$ cat src/rtl/hcw_pkg.sv
// constants shared by the host communication watchdog files
// assumes a 200 MHz core clock and one-cycle register access strobes
package hcw_pkg;
	// core clock and timebase
	localparam int unsigned CLK_HZ = 200000000;
	localparam int unsigned OSC_HZ = 1228800;
	localparam int unsigned OSC_DIV = 1024;
	localparam int unsigned TICK_HZ = OSC_HZ / OSC_DIV;
	localparam int unsigned TICK_CYCLES_DEF = CLK_HZ / TICK_HZ;
	localparam int DIV_W = 18;
	// watchdog configuration field positions
	localparam int EN_POS = 0;
	localparam int LO_POS = 1;
	localparam int UP_POS = 3;
	localparam int CFG_W = 16;
	// values after reset
	localparam logic EN_RST = 1'b0;
	localparam logic [1:0] LO_RST = 2'h0;
	localparam logic [2:0] UP_RST = 3'h0;
	// tick counter and limit scaling, in 1200 Hz ticks
	localparam int CNT_W = 8;
	localparam logic [7:0] CNT_MAX = 8'hff;
	localparam logic [7:0] UP_UNIT_TICKS = 8'h08;
	localparam logic [7:0] LO_UNIT_TICKS = 8'h02;
	localparam logic [1:0] LO_TIMEOUT_MODE = 2'h0;
endpackage : hcw_pkg

$ cat src/rtl/hcw_tick_if.sv
// carries the 1200 Hz timebase tick between the divider and the watchdog
// assumes both ends sit on the same core clock
`timescale 1ns/1ps
interface hcw_tick_if;
	logic tick;
	modport src (output tick);
	modport dst (input tick);
endinterface : hcw_tick_if

$ cat src/rtl/hcw_tick_div.sv
// divider making the one-cycle 1200 Hz watchdog tick from the core clock
// assumes an active-low asynchronous reset and a shared clock enable
`timescale 1ns/1ps
module hcw_tick_div #(
	parameter int unsigned TICK_CYCLES = hcw_pkg::TICK_CYCLES_DEF
) (
	input wire logic clk_in,
	input wire logic resetn_in,
	input wire logic clk_en_in,
	hcw_tick_if.src tick_if
);
	import hcw_pkg::*;

	localparam logic [DIV_W-1:0] DIV_LAST = DIV_W'(TICK_CYCLES - 1);

	logic [DIV_W-1:0] div_reg;
	logic [DIV_W-1:0] div_next;
	logic tick_reg;
	logic tick_next;

	// wrap counter, pulse once per period
	always_comb begin
		div_next = div_reg;
		tick_next = tick_reg;
		if (clk_en_in) begin
			tick_next = (div_reg == DIV_LAST);
			div_next = (div_reg == DIV_LAST) ? '0 : div_reg + 1'b1;
		end
	end

	// registers only
	always_ff @(posedge clk_in or negedge resetn_in) begin
		if (!resetn_in) begin
			div_reg <= '0;
			tick_reg <= 1'b0;
		end else begin
			div_reg <= div_next;
			tick_reg <= tick_next;
		end
	end

	assign tick_if.tick = tick_reg;
endmodule : hcw_tick_div

$ cat src/rtl/hcw_watchdog.sv
// host communication window watchdog: timeout or window supervision
// assumes write strobes are one-cycle pulses from the same clock domain
//
// Overview of operation
// RULE_01 - watchdog stays idle and raises no error until enable is 1
// RULE_02 - spi and uart break mode writes both count as host activity
// RULE_03 - nonzero lower limit: write too early or too late is an error
// RULE_04 - window mode after error restarts only on config register write
// RULE_05 - lower limit zero: any write restarts counter, error past upper
// RULE_06 - host must write inside the programmed window each period
// RULE_07 - error drives fault pin low and sets the fault flag
// RULE_08 - flag is sticky; writing enable 0 clears the fault condition
// RULE_09 - software or hardware reset also clears the fault condition
// RULE_10 - with condition clear, reading fault status clears the flag
// RULE_11 - limits are timed from a 1200 Hz tick, oscillator over 1024
// RULE_12 - config holds 3-bit upper, 2-bit lower limit and enable bit
// RULE_13 - counter restarts from zero when enable goes from 0 to 1
`timescale 1ns/1ps
module hcw_watchdog #(
	parameter int unsigned TICK_CYCLES = hcw_pkg::TICK_CYCLES_DEF
) (
	input wire logic clk_in,
	input wire logic resetn_in,
	input wire logic clk_en_in,
	input wire logic spi_write_in,
	input wire logic uart_break_mode_write_in,
	input wire logic cfg_write_in,
	input wire logic [hcw_pkg::CFG_W-1:0] cfg_data_in,
	input wire logic sw_reset_in,
	input wire logic status_read_in,
	output logic watchdog_enable_out,
	output logic [2:0] upper_limit_sel_out,
	output logic [1:0] lower_limit_sel_out,
	output logic watchdog_fault_flag_out,
	output logic fault_n_out
);
	import hcw_pkg::*;

	// limit in ticks for an upper selection
	function automatic logic [CNT_W-1:0] up_limit(input logic [2:0] sel);
		up_limit = ({5'h00, sel} + 8'h01) * UP_UNIT_TICKS;
	endfunction : up_limit

	// limit in ticks for a lower selection
	function automatic logic [CNT_W-1:0] lo_limit(input logic [1:0] sel);
		lo_limit = {6'h00, sel} * LO_UNIT_TICKS;
	endfunction : lo_limit

	hcw_tick_if tick_if ();

	hcw_tick_div #(
		.TICK_CYCLES(TICK_CYCLES)
	) u_tick_div (
		.clk_in(clk_in),
		.resetn_in(resetn_in),
		.clk_en_in(clk_en_in),
		.tick_if(tick_if)
	);

	logic en_reg, en_next;
	logic [2:0] up_reg, up_next;
	logic [1:0] lo_reg, lo_next;
	logic [CNT_W-1:0] cnt_reg, cnt_next;
	logic halt_reg, halt_next;
	logic cond_reg, cond_next;
	logic flag_reg, flag_next;
	logic fault_n_reg, fault_n_next;
	logic host_wr;
	logic window;
	logic early;
	logic late;
	logic err;

	// host activity and error detection
	always_comb begin
		host_wr = spi_write_in | uart_break_mode_write_in; // see RULE_02
		window = (lo_reg != LO_TIMEOUT_MODE);
		early = host_wr & window & (cnt_reg < lo_limit(lo_reg)); // see RULE_03
		late = (cnt_reg > up_limit(up_reg)); // see RULE_05
		err = clk_en_in & en_reg & ~halt_reg & (early | late); // see RULE_01
	end

	// next state of configuration, counter and fault
	always_comb begin
		en_next = en_reg;
		up_next = up_reg;
		lo_next = lo_reg;
		cnt_next = cnt_reg;
		halt_next = halt_reg;
		cond_next = cond_reg;
		flag_next = flag_reg;
		if (clk_en_in) begin
			if (sw_reset_in) begin
				en_next = EN_RST;
				up_next = UP_RST;
				lo_next = LO_RST;
			end else if (cfg_write_in) begin
				en_next = cfg_data_in[EN_POS]; // see RULE_12
				up_next = cfg_data_in[UP_POS +: 3]; // see RULE_12
				lo_next = cfg_data_in[LO_POS +: 2]; // see RULE_12
			end
			if (!en_reg || (en_next && !en_reg)) begin
				cnt_next = '0; // see RULE_13
			end else if (halt_reg) begin
				if (cfg_write_in) begin
					cnt_next = '0; // see RULE_04
				end
			end else if (host_wr && (!window || !err)) begin
				cnt_next = '0; // see RULE_05
			end else if (tick_if.tick && cnt_reg != CNT_MAX) begin
				cnt_next = cnt_reg + 1'b1; // see RULE_11
			end
			if (!en_next || cfg_write_in) begin
				halt_next = 1'b0; // see RULE_04
			end else if (err && window) begin
				halt_next = 1'b1; // see RULE_04
			end
			// see RULE_08 see RULE_09
			cond_next = (cond_reg | err) & en_next & ~sw_reset_in;
			// set wins over the read clear; see RULE_10
			flag_next = err | (flag_reg & ~(status_read_in & ~cond_reg));
		end
		fault_n_next = ~cond_next; // see RULE_07
	end

	// registers only
	always_ff @(posedge clk_in or negedge resetn_in) begin
		if (!resetn_in) begin
			en_reg <= EN_RST;
			up_reg <= UP_RST;
			lo_reg <= LO_RST;
			cnt_reg <= '0;
			halt_reg <= 1'b0;
			cond_reg <= 1'b0;
			flag_reg <= 1'b0;
			fault_n_reg <= 1'b1;
		end else begin
			en_reg <= en_next;
			up_reg <= up_next;
			lo_reg <= lo_next;
			cnt_reg <= cnt_next;
			halt_reg <= halt_next;
			cond_reg <= cond_next;
			flag_reg <= flag_next; // see RULE_07
			fault_n_reg <= fault_n_next;
		end
	end

	// outputs straight from flip-flops
	assign watchdog_enable_out = en_reg;
	assign upper_limit_sel_out = up_reg;
	assign lower_limit_sel_out = lo_reg;
	assign watchdog_fault_flag_out = flag_reg;
	assign fault_n_out = fault_n_reg;
endmodule : hcw_watchdog

$ cat config.mk
export PLATFORM = sky130hd
export DESIGN_NAME = hcw_watchdog
export DESIGN_NICKNAME = d
export VERILOG_FILES = /design/src/rtl/hcw_pkg.sv /design/src/rtl/hcw_tick_if.sv /design/src/rtl/hcw_tick_div.sv /design/src/rtl/hcw_watchdog.sv
export SDC_FILE = /design/constraint.sdc
export NUM_CORES = 1
export LEC_CHECK = 0
export ABC_AREA = 1
export BUFFER_PORTS_ARGS = -buffer_cell sky130_fd_sc_hd__buf_2
export CORE_ASPECT_RATIO = 0.6
export CORE_UTILIZATION = 57
export DETAILED_ROUTE_END_ITERATION = 16
export PLACE_DENSITY = 0.84
export SKIP_LAST_GASP = 1
export SLEW_MARGIN = 20
export SYNTH_ARGS = -nofsm -noshare
export SYNTH_HDL_FRONTEND = slang
export SYNTH_HIERARCHICAL = 1
export SYNTH_SLANG_ARGS = --single-unit
$ cat constraint.sdc
create_clock -name clk_in -period 2.2 [get_ports clk_in]
set_clock_uncertainty 0.05 [all_clocks]
set_input_delay 0.22 -clock clk_in [delete_from_list [all_inputs] [get_ports clk_in]]
set_output_delay 0.22 -clock clk_in [all_outputs]
set_load 0.02 [all_outputs]
==> results of run 1 <==
## layout make-up
type,count,area (um2)
inverter,46,173
timing repair buffer,25,135
clock buffer,6,72.6
sequential,37,927
fill,303,1170
clock inverter,2,10.0
multi-input combinational,228,1240
tap,47,58.8
## where the power goes
group / total [mW] / leakage [nW] / internal, mW / switching (mW)
registers: 0.832 / 0.469 / 0.747 / 0.0846
clock network: 0.466 / 0.0450 / 0.220 / 0.247
logic: 0.367 / 0.850 / 0.134 / 0.233
## worst max-delay path, stage by stage, from the launching register on
cell and delay (ns):
dfrtp_1 0.38, ha_2 0.20, xnor2_2 0.13, ha_1 0.30
nand2_1 0.06, nand2_1 0.05, nand2_1 0.07, nand3_2 0.08
nand2_2 0.10, nand2_2 0.08, nand3_4 0.08, nand2_4 0.08
a21oi_4 0.28, nand2_1 0.09, nand2_1 0.07
## layer usage
metal  share of wire, %  global-route usage [%]
met2                 39                    38.8
met3                7.3                    5.98
met5                  0                       0
met4               0.67                    6.50
met1                 52                    39.4
## metrics by stage
stage	TNS [ns]	instance area, um2	total power [mW]	utilization (%)	instances
CTS	0	2570	1.65	67.9	390
global route	-0.756	2620	1.75	69.1	391
finish	0	2620	1.66	69.1	391
global placement	0	2490	1.18	65.8	382
floorplan	0	2320	1.08	-	313
detailed placement	0	2490	1.19	65.8	382
## placed cells by master, fill, tap and decap left out, types with 8 or more instances in the layout
master    n
buf_2    21
dfrtp_1  36
ha_1      8
inv_1    41
nand2_1  74
nand2_2   9
nand3_1  22
nor2_1   55
o21ai_0   9
xor2_1    9
## worst min-delay path by stage
| stage | end | slack (ns) | depth (start not counted) |
|---|---|---|---|
| detailed placement | upper_limit_sel_out[2] | 0.32 | 1 |
| CTS | upper_limit_sel_out[2] | 0.01 | 1 |
| global placement | upper_limit_sel_out[2] | 0.32 | 1 |
| floorplan | cnt_reg[0] | -0.13 | 0 |
| global route | upper_limit_sel_out[2] | 0.06 | 1 |
| finish | upper_limit_sel_out[2] | -0.03 | 1 |
## logic make-up (layout without fill, tap and decap cells)
kind of cell | Yosys count | count (layout)
AO/OA/AOI/OAI | 22 | 22
buffers and inverters | 48 | 79
XOR/XNOR | 13 | 13
adder cells (fa/ha/maj) | 9 | 9
AND/OR/NAND/NOR | 184 | 184
flip-flops | 37 | 37
## repair_timing
action / CTS / global route
hold buffers: 0 / 0
gates resized for setup: 0 / 9
setup buffers: 0 / 1
endpoints found under the setup margin: 0 / 8
==> qor.csv, run 1 <==
metric,value,unit
crit path capture,cnt_reg[3],
register bit total from synthesis,37,
mux share of post-synthesis cell area,0,%
CP max FO,8,
slew margin rel.,45.1,%
H-Tree Depth,2,
worst IR drop on VDD,0.000402,V
Post-Synthesis Cell Area,2320,um2
gpl congestion,0.864,
total gr overflow,0,
most numerous cell in the Yosys netlist,nand2_1,
insertion delay to the later sink of the worst-skew pair,0.29,ns
sequential-to-total area share from yosys stat,40.0,%
"EDFF count, synth",0,
antenna cells,0,
arrival time at the worst endpoint,2.36,ns
post-synthesis xor/xnor area fraction,4.91,%
Final Cycle Share,99.1,%
CTS Buf Count,5,
CP Launch Point,upper_limit_sel_out[1],
site row count,17,
FF-to-FF Start,upper_limit_sel_out[1],
Tightest Pin Transition,0.824,ns
largest net degree at the start of global routing,38,
Yosys cell types,30,
clk buf depth,2,
clk sinks,37,
Routed WL,5110,um
YS warnings,6,
PwrDens,636,nW/um2
Fin. Hold Viols,36,
maxcap violations,0,
CP required,2.38,ns
P_leak,1.36,nW
worst min path class,input port to async pin,
global router's overall resource usage,26.4,%
R2R setup slack,0.02,ns
Synth-to-Final Area Change,12.8,%
Nets,376,
first-pass GRT wire length,8670,um
largest family of logic cells by synthesized area,simple AND/OR/NAND/NOR gates,
Compound-Gate Fraction of Synth Area,6.26,%
PnR worst setup slack,0.0208,ns
min cycle time layout,2.18,ns
Max Clock Freq,459,MHz
reg-to-reg endpoint,cnt_reg[3],
Die Ht,51.4,um
Fin Hold WS,-0.0255,ns
Most used DFF post-synth,dfrtp_1,
post-DP HPWL,3790,um
Finish-stage setup viols,0,
pre-CTS WS,0.0693,ns
io pins,32,
Worst setup SP type,flop,
DRC,2,
Synth Area in Simple Gates,35.9,%
DR WL/cell,13.1,um
Core Region,3790,um2
RSZ-0062 raised after global routing,true,
share of the synthesized area in the top cell type,38.8,%
Initial Utilization,61.3,%
ANT nets after route,0,
DIE AREA,4340,um2
Post-Syn Nets,346,
CTS clock-pin slew for the worst setup and hold paths,0.07,ns
Syn Inst Count,313,
CTS tree,yes,
via count,2077,
vias in the first global route,1829,
max reg flops,18,
Die X,84.4,um
IO Port Bufs,21,
status,"finished, violations left",
adder-cell share of the synthesized area,4.85,%
Async SR Flop Fraction,100,%
kind of critical path,flop to flop,
TritonRoute pass-1 iters,10,
most frequent cells after synthesis,"nand2_1 (76), nor2_1 (55), inv_1 (42)",
initial antenna violation count,0,
R2R depth,14,
layout cells sized above 1,19.2,%
Starting DRT DRC Count,221,
fin. max-slew vios,0,
Via density,5.31,
root buffer cell,clkbuf_8,
Worst Setup End Kind,flop,
syn avg cell area,7.41,um2
failing checks,"design-rule violations, negative hold slack",
top post-synthesis cells by area,"dfrtp_1 (39%), nand2_1 (12%), nor2_1 (8.9%)",
post-synthesis cell type with the largest combined area,dfrtp_1,
Note: power is estimated with default switching activity, not from simulation.
==> run 2: changes to the inputs <==
--- a/config.mk
+++ b/config.mk
@@ -9,6 +9,7 @@
 export BUFFER_PORTS_ARGS = -buffer_cell sky130_fd_sc_hd__buf_2
 export CORE_ASPECT_RATIO = 0.6
 export CORE_UTILIZATION = 57
+export CTS_BUF_LIST = sky130_fd_sc_hd__clkbuf_16
 export DETAILED_ROUTE_END_ITERATION = 16
 export PLACE_DENSITY = 0.84
 export SKIP_LAST_GASP = 1
==> run 2 against run 1 <==
Compared with the run above: the flow finishes with violations (design-rule violations, negative hold slack, negative setup slack); utilization increased by 1.4 points; via count decreased by 0.34%; largest power group unchanged; routed wire length is 2.7% higher; highest routed layer unchanged; critical endpoint unchanged; sequential share of layout area is 0.71 points lower.
==> qor.csv, run 2 (synthesized netlist as in run 1, its figures left out) <==
metric,value,unit,change
maxcap violations,0,,unchanged
largest net degree at the start of global routing,38,,unchanged
kind of critical path,flop to flop,,unchanged
H-Tree Depth,2,,unchanged
dpl cells,382,,unchanged
Worst Setup End Kind,flop,,unchanged
Synth-to-Final Area Change,15.2,%,was 12.8%
Filler Cells Inserted,295,,was 303
vias in the first global route,1887,,was 1829
"commonest cells after routing, fill and taps aside","nand2_1 (75), nor2_1 (55), inv_1 (42), dfrtp_1 (36), nand3_1 (22)",,"was nand2_1 (74), nor2_1 (55), inv_1 (41), dfrtp_1 (36), nand3_1 (22)"
DR WL/cell,13.4,um,was 13.1 um
first-pass GRT wire length,8730,um,was 8670 um
CTS clock-pin slew for the worst setup and hold paths,0.05,ns,was 0.07 ns
Tightest Pin Transition,0.834,ns,was 0.824 ns
clk buf depth,2,,unchanged
Starting DRT DRC Count,185,,was 221
Fin Hold WS,-0.00679,ns,was -0.0255 ns
gpl congestion,0.864,,unchanged
Post-Place Cell Area,2490,um2,unchanged
worst IR drop on VDD,0.000442,V,was 0.000402 V
Final Cycle Share,101,%,was 99.1%
CTS tree,yes,,unchanged
initial antenna violation count,0,,unchanged
status,"finished, violations left",,unchanged
TritonRoute pass-1 iters,10,,unchanged
number of buffers and inverters on the critical path,0,,unchanged
CTS Buf Count,5,,unchanged
crit path cell chain,ha_2 > xnor2_2 > ha_1 > nand2_1 > nand2_1 > nand2_1 > nand3_2 > nand2_2 > nand2_2 > nand3_4 > nand2_4 > a21oi_4 > nand2_1 > nand2_1,,unchanged
slowest cell on the critical path,dfrtp_1,,unchanged
Worst setup SP type,flop,,unchanged
failing checks,"design-rule violations, negative hold slack, negative setup slack",,"was design-rule violations, negative hold slack"
io pins,32,,unchanged
post-DP HPWL,3790,um,unchanged
final instance area,2670,um2,was 2620 um2
global router's overall resource usage,26.5,%,was 26.4%
fin. max-slew vios,0,,unchanged
Fin. Hold Viols,4,,was 36
P_leak,1.39,nW,was 1.36 nW
IO Port Bufs,21,,unchanged
max reg flops,18,,unchanged
via count,2070,,was 2077
layout cells sized above 1,18.9,%,was 19.2%
Core Region,3790,um2,unchanged
max incr delay on CP,0.38,ns,about the same
Initial Utilization,61.3,%,unchanged
Crit path max-delay family,simple AND/OR/NAND/NOR gates,,unchanged
arrival time at the worst endpoint,2.37,ns,was 2.36 ns
PnR worst setup slack,-0.0130,ns,was 0.0208 ns
CP required,2.36,ns,was 2.38 ns
root buffer cell,clkbuf_16,,was clkbuf_8
slew margin rel.,44.4,%,was 45.1%
Via density,5.29,,was 5.31
"most common cell after layout, fill and taps aside",nand2_1,,unchanged
Finish-stage setup viols,1,,was 0
min cycle time layout,2.21,ns,was 2.18 ns
PwrDens,702,nW/um2,was 636 nW/um2
DIE AREA,4340,um2,unchanged
CTS Hold Bufs,0,,unchanged
ANT nets after route,0,,unchanged
antenna cells,0,,unchanged
CP max FO,8,,unchanged
clk sinks,37,,unchanged
total gr overflow,0,,unchanged
CP most frequent cell,nand2_1,,unchanged
DRC,2,,unchanged
worst min path class,input port to async pin,,unchanged
site row count,17,,unchanged
Die Ht,51.4,um,unchanged
insertion delay to the later sink of the worst-skew pair,0.27,ns,was 0.29 ns
Max Clock Freq,452,MHz,was 459 MHz
RSZ-0062 raised after global routing,true,,unchanged
Nets,376,,unchanged
Die X,84.4,um,unchanged
Routed WL,5250,um,was 5110 um
"non-filler cells, final",391,,unchanged
-- run 2: repair_timing --
item | CTS | global route
endpoints found under the hold margin | 0 | 0
setup endpoints to repair | 0 | 8
setup buffers | 0 | 1
resized for setup | 0 | 8
-- run 2: path summary, 6_finish.rpt --
| kind | from | end | slack, ns | cells after the start |
|---|---|---|---|---|
| max | upper_limit_sel_out[1] | cnt_reg[3] | -0.01 | 14 |
| min | resetn_in | upper_limit_sel_out[2] | -0.007 | 1 |
| max reg2reg | upper_limit_sel_out[1] | cnt_reg[3] | -0.01 | 14 |
| min reg2reg | cond_reg | fault_n_out | 0.40 | 1 |
| max in group asynchronous | resetn_in | cnt_reg[0] | 1.57 | 1 |
| min in group clk_in | status_read_in | watchdog_fault_flag_out | 0.08 | 2 |
-- run 2: area by class of cell --
type                            instances  area (um2)  area share, %
Tap cell                               47        58.8           2.20
Sequential cell                        37         927           34.7
Clock inverter                          3        13.8          0.515
Multi-Input combinational cell        228        1240           46.4
Clock buffer                            5         125           4.68
Timing Repair Buffer                   25         135           5.06
Inverter                               46         173           6.46
-- run 2: power by group --
| group | switching [mW] | internal [mW] |
|---|---|---|
| sequential | 0.0846 | 0.749 |
| clock | 0.258 | 0.411 |
| combinational | 0.240 | 0.134 |
-- run 2: per-layer routing --
metal  up-vias  track usage, %  part of all wire (%)
li1       1042               -                     -
met1       947            38.3                    50
met2        76            40.7                    42
met3         5            6.62                   7.2
met4         0            5.08                  0.42
met5         -               0                     0
-- run 2: per-stage QoR --
stage          TNS [ns]  util, %  setup WS, ns  power [mW]
2_1_floorplan         0        -         0.175        1.08
3_3_place_gp          0     65.8         0.139        1.18
3_5_place_dp          0     65.8        0.0693        1.19
4_1_cts               0     69.4        0.0447        1.87
5_1_grt          -0.711     70.6        -0.130        1.97
6_report        -0.0130     70.6       -0.0130        1.88
==> run 3: changes to the inputs <==
--- a/config.mk
+++ b/config.mk
@@ -11,7 +11,7 @@
 export CORE_UTILIZATION = 57
 export CTS_BUF_LIST = sky130_fd_sc_hd__clkbuf_16
 export DETAILED_ROUTE_END_ITERATION = 16
-export PLACE_DENSITY = 0.84
+export PLACE_DENSITY = 0.88
 export SKIP_LAST_GASP = 1
 export SLEW_MARGIN = 20
 export SYNTH_ARGS = -nofsm -noshare
==> run 3 against run 2 <==
Compared with the run above: worst hold slack better by 0.0018 ns; clock-buffer cell count unchanged; the flow finishes with violations (design-rule violations, negative hold slack); register-to-register slack better by 0.07 ns; largest cell class unchanged; critical path type unchanged; first-iteration DRC count down 16%.
==> qor.csv, run 3 (synthesized netlist as in run 1, its figures left out) <==
metric,value,unit,change
status,"finished, violations left",,unchanged
failing checks,"design-rule violations, negative hold slack",,"was design-rule violations, negative hold slack, negative setup slack"
via count,2096,,was 2070
Worst Setup End Kind,flop,,unchanged
Seq pwr share,44.5,%,was 44.4%
max incr delay on CP,0.39,ns,was 0.38 ns
min cycle time layout,2.15,ns,was 2.21 ns
first-pass GRT wire length,8710,um,was 8730 um
Nets,376,,unchanged
gpl congestion,0.898,,was 0.864
TritonRoute pass-1 iters,11,,was 10
final instance area,2670,um2,about the same
worst IR drop on VDD,0.000440,V,was 0.000442 V
DIE AREA,4340,um2,unchanged
global router's overall resource usage,26.4,%,was 26.5%
io pins,32,,unchanged
CP required,2.36,ns,about the same
antenna cells,0,,unchanged
Fin Hold WS,-0.00498,ns,was -0.00679 ns
root buffer cell,clkbuf_16,,unchanged
post-DP HPWL,3750,um,was 3790 um
Initial Utilization,61.3,%,unchanged
"most common cell after layout, fill and taps aside",nand2_1,,unchanged
DRC,1,,was 2
P_leak,1.39,nW,about the same
Tightest Pin Transition,0.833,ns,was 0.834 ns
Routed WL,5210,um,was 5250 um
Final Cycle Share,97.6,%,was 101%
Finish-stage setup viols,0,,was 1
Synth-to-Final Area Change,15.0,%,was 15.2%
Post-Place Cell Area,2490,um2,unchanged
Starting DRT DRC Count,156,,was 185
CTS tree,yes,,unchanged
Die X,84.4,um,unchanged
maxcap violations,0,,unchanged
vias in the first global route,1867,,was 1887
setup TNS,0,ns,was -0.0130 ns
ANT nets after route,0,,unchanged
CTS Buf Count,5,,unchanged
initial antenna violation count,0,,unchanged
RSZ-0062 raised after global routing,true,,unchanged
total gr overflow,0,,unchanged
largest net degree at the start of global routing,38,,unchanged
worst min path class,input port to async pin,,unchanged
R2R depth,14,,unchanged
clk buf depth,2,,unchanged
Via density,5.36,,was 5.29
Die Ht,51.4,um,unchanged
Clk pwr share,35.7,%,about the same
CP max FO,8,,unchanged
CP most frequent cell,nand2_1,,unchanged
fin. max-slew vios,0,,unchanged
Core Region,3790,um2,unchanged
Gate power share,19.7,%,was 19.9%
sw frac,31.4,%,was 31.0%
CTS Hold Bufs,0,,unchanged
Design Power,1.88,mW,about the same
layout cells sized above 1,18.3,%,was 18.9%
slew margin rel.,44.5,%,was 44.4%
H-Tree Depth,2,,unchanged
sw power,0.591,mW,was 0.582 mW
IO Port Bufs,21,,unchanged
max reg flops,18,,unchanged
P_int,1.29,mW,about the same
DR WL/cell,13.3,um,was 13.4 um
insertion delay to the later sink of the worst-skew pair,0.28,ns,was 0.27 ns
kind of critical path,flop to flop,,unchanged
Filler Cells Inserted,280,,was 295
Max Clock Freq,466,MHz,was 452 MHz
area of the multi-input gates,1240,um2,unchanged
"commonest cells after routing, fill and taps aside","nand2_1 (75), nor2_1 (55), inv_1 (43), dfrtp_1 (36), nand3_1 (22)",,"was nand2_1 (75), nor2_1 (55), inv_1 (42), dfrtp_1 (36), nand3_1 (22)"
slowest cell on the critical path,dfrtp_1,,unchanged
CTS clock-pin slew for the worst setup and hold paths,0.06,ns,was 0.05 ns
register area,927,um2,unchanged
crit path cell chain,ha_2 > xnor2_2 > ha_1 > nand2_1 > inv_2 > nand3_2 > nand3_2 > nand2_2 > nand2_2 > nand3_4 > nand2_4 > a21oi_4 > nand2_1 > nand2_1,,was ha_2 > xnor2_2 > ha_1 > nand2_1 > nand2_1 > nand2_1 > nand3_2 > nand2_2 > nand2_2 > nand3_4 > nand2_4 > a21oi_4 > nand2_1 > nand2_1
arrival time at the worst endpoint,2.31,ns,was 2.37 ns
clk sinks,37,,unchanged
Fin. Hold Viols,7,,was 4
PwrDens,705,nW/um2,was 702 nW/um2
site row count,17,,unchanged
Worst setup SP type,flop,,unchanged
## run 3: cell count changes in the layout (fill, tap and decap cells not counted)
| cell | previous run | this run |
|---|---|---|
| clkinv_2 | 2 | 0 |
| clkinv_1 | 0 | 1 |
| inv_1 | 42 | 43 |
## run 3: timing repair
item                       CTS  global route
setup buffers                0             1
resized for setup            0             8
setup endpoints to repair    0             8
## run 3: final timing paths
| kind | start | to | slack [ns] |
|---|---|---|---|
| max in group asynchronous | resetn_in | watchdog_fault_flag_out | 1.58 |
| min in group clk_in | status_read_in | watchdog_fault_flag_out | 0.08 |
| max reg2reg | upper_limit_sel_out[0] | cnt_reg[5] | 0.05 |
| min | resetn_in | lower_limit_sel_out[1] | -0.005 |
| min reg2reg | cond_reg | fault_n_out | 0.39 |
| max | upper_limit_sel_out[0] | cnt_reg[5] | 0.05 |
## run 3: power groups by stage
| stage | sequential, mW | combinational (mW) | clock [mW] |
|---|---|---|---|
| floorplan | 0.840 | 0.242 | 0 |
| global placement | 0.842 | 0.341 | 0 |
| detailed placement | 0.844 | 0.358 | 0 |
| CTS | 0.833 | 0.358 | 0.678 |
| global route | 0.846 | 0.414 | 0.701 |
| finish | 0.837 | 0.372 | 0.672 |
## run 3: through the flow
step / util [%] / hold WS (ns) / cells / setup slack [ns]
finish: 70.5 / -0.00498 / 391 / 0.0537
global route: 70.5 / 0.0647 / 391 / -0.0960
CTS: 69.4 / 0.0257 / 390 / 0.0870
detailed placement: 65.8 / 0.322 / 382 / 0.103
global placement: 65.8 / 0.314 / 382 / 0.144
floorplan: - / -0.126 / 313 / 0.175
## run 3: area by class of cell
cell class                      instances  area share [%]
Clock buffer                            5            4.69
Clock inverter                          3           0.422
Inverter                               46            6.47
Multi-Input combinational cell        228            46.4
Sequential cell                        37            34.7
Tap cell                               47            2.20
Timing Repair Buffer                   25            5.06
## run 3: worst max-delay path: cells and delay by family, from the launching register on
family	cells	cell delay, ns
buf+inv	1	0.04
xor+xnor	1	0.13
fa+ha+maj	2	0.49
flops	1	0.39
simple gates	9	0.69
compound gates	1	0.28
## run 3: per-layer routing
| metal | wire, um | up-vias | global-route usage (%) |
|---|---|---|---|
| li1 | - | 1038 | - |
| met1 | 2650 | 968 | 38.3 |
| met2 | 2080 | 85 | 39.3 |
| met3 | 427 | 5 | 6.30 |
| met4 | 51 | 0 | 8.19 |
| met5 | 0 | - | 0 |
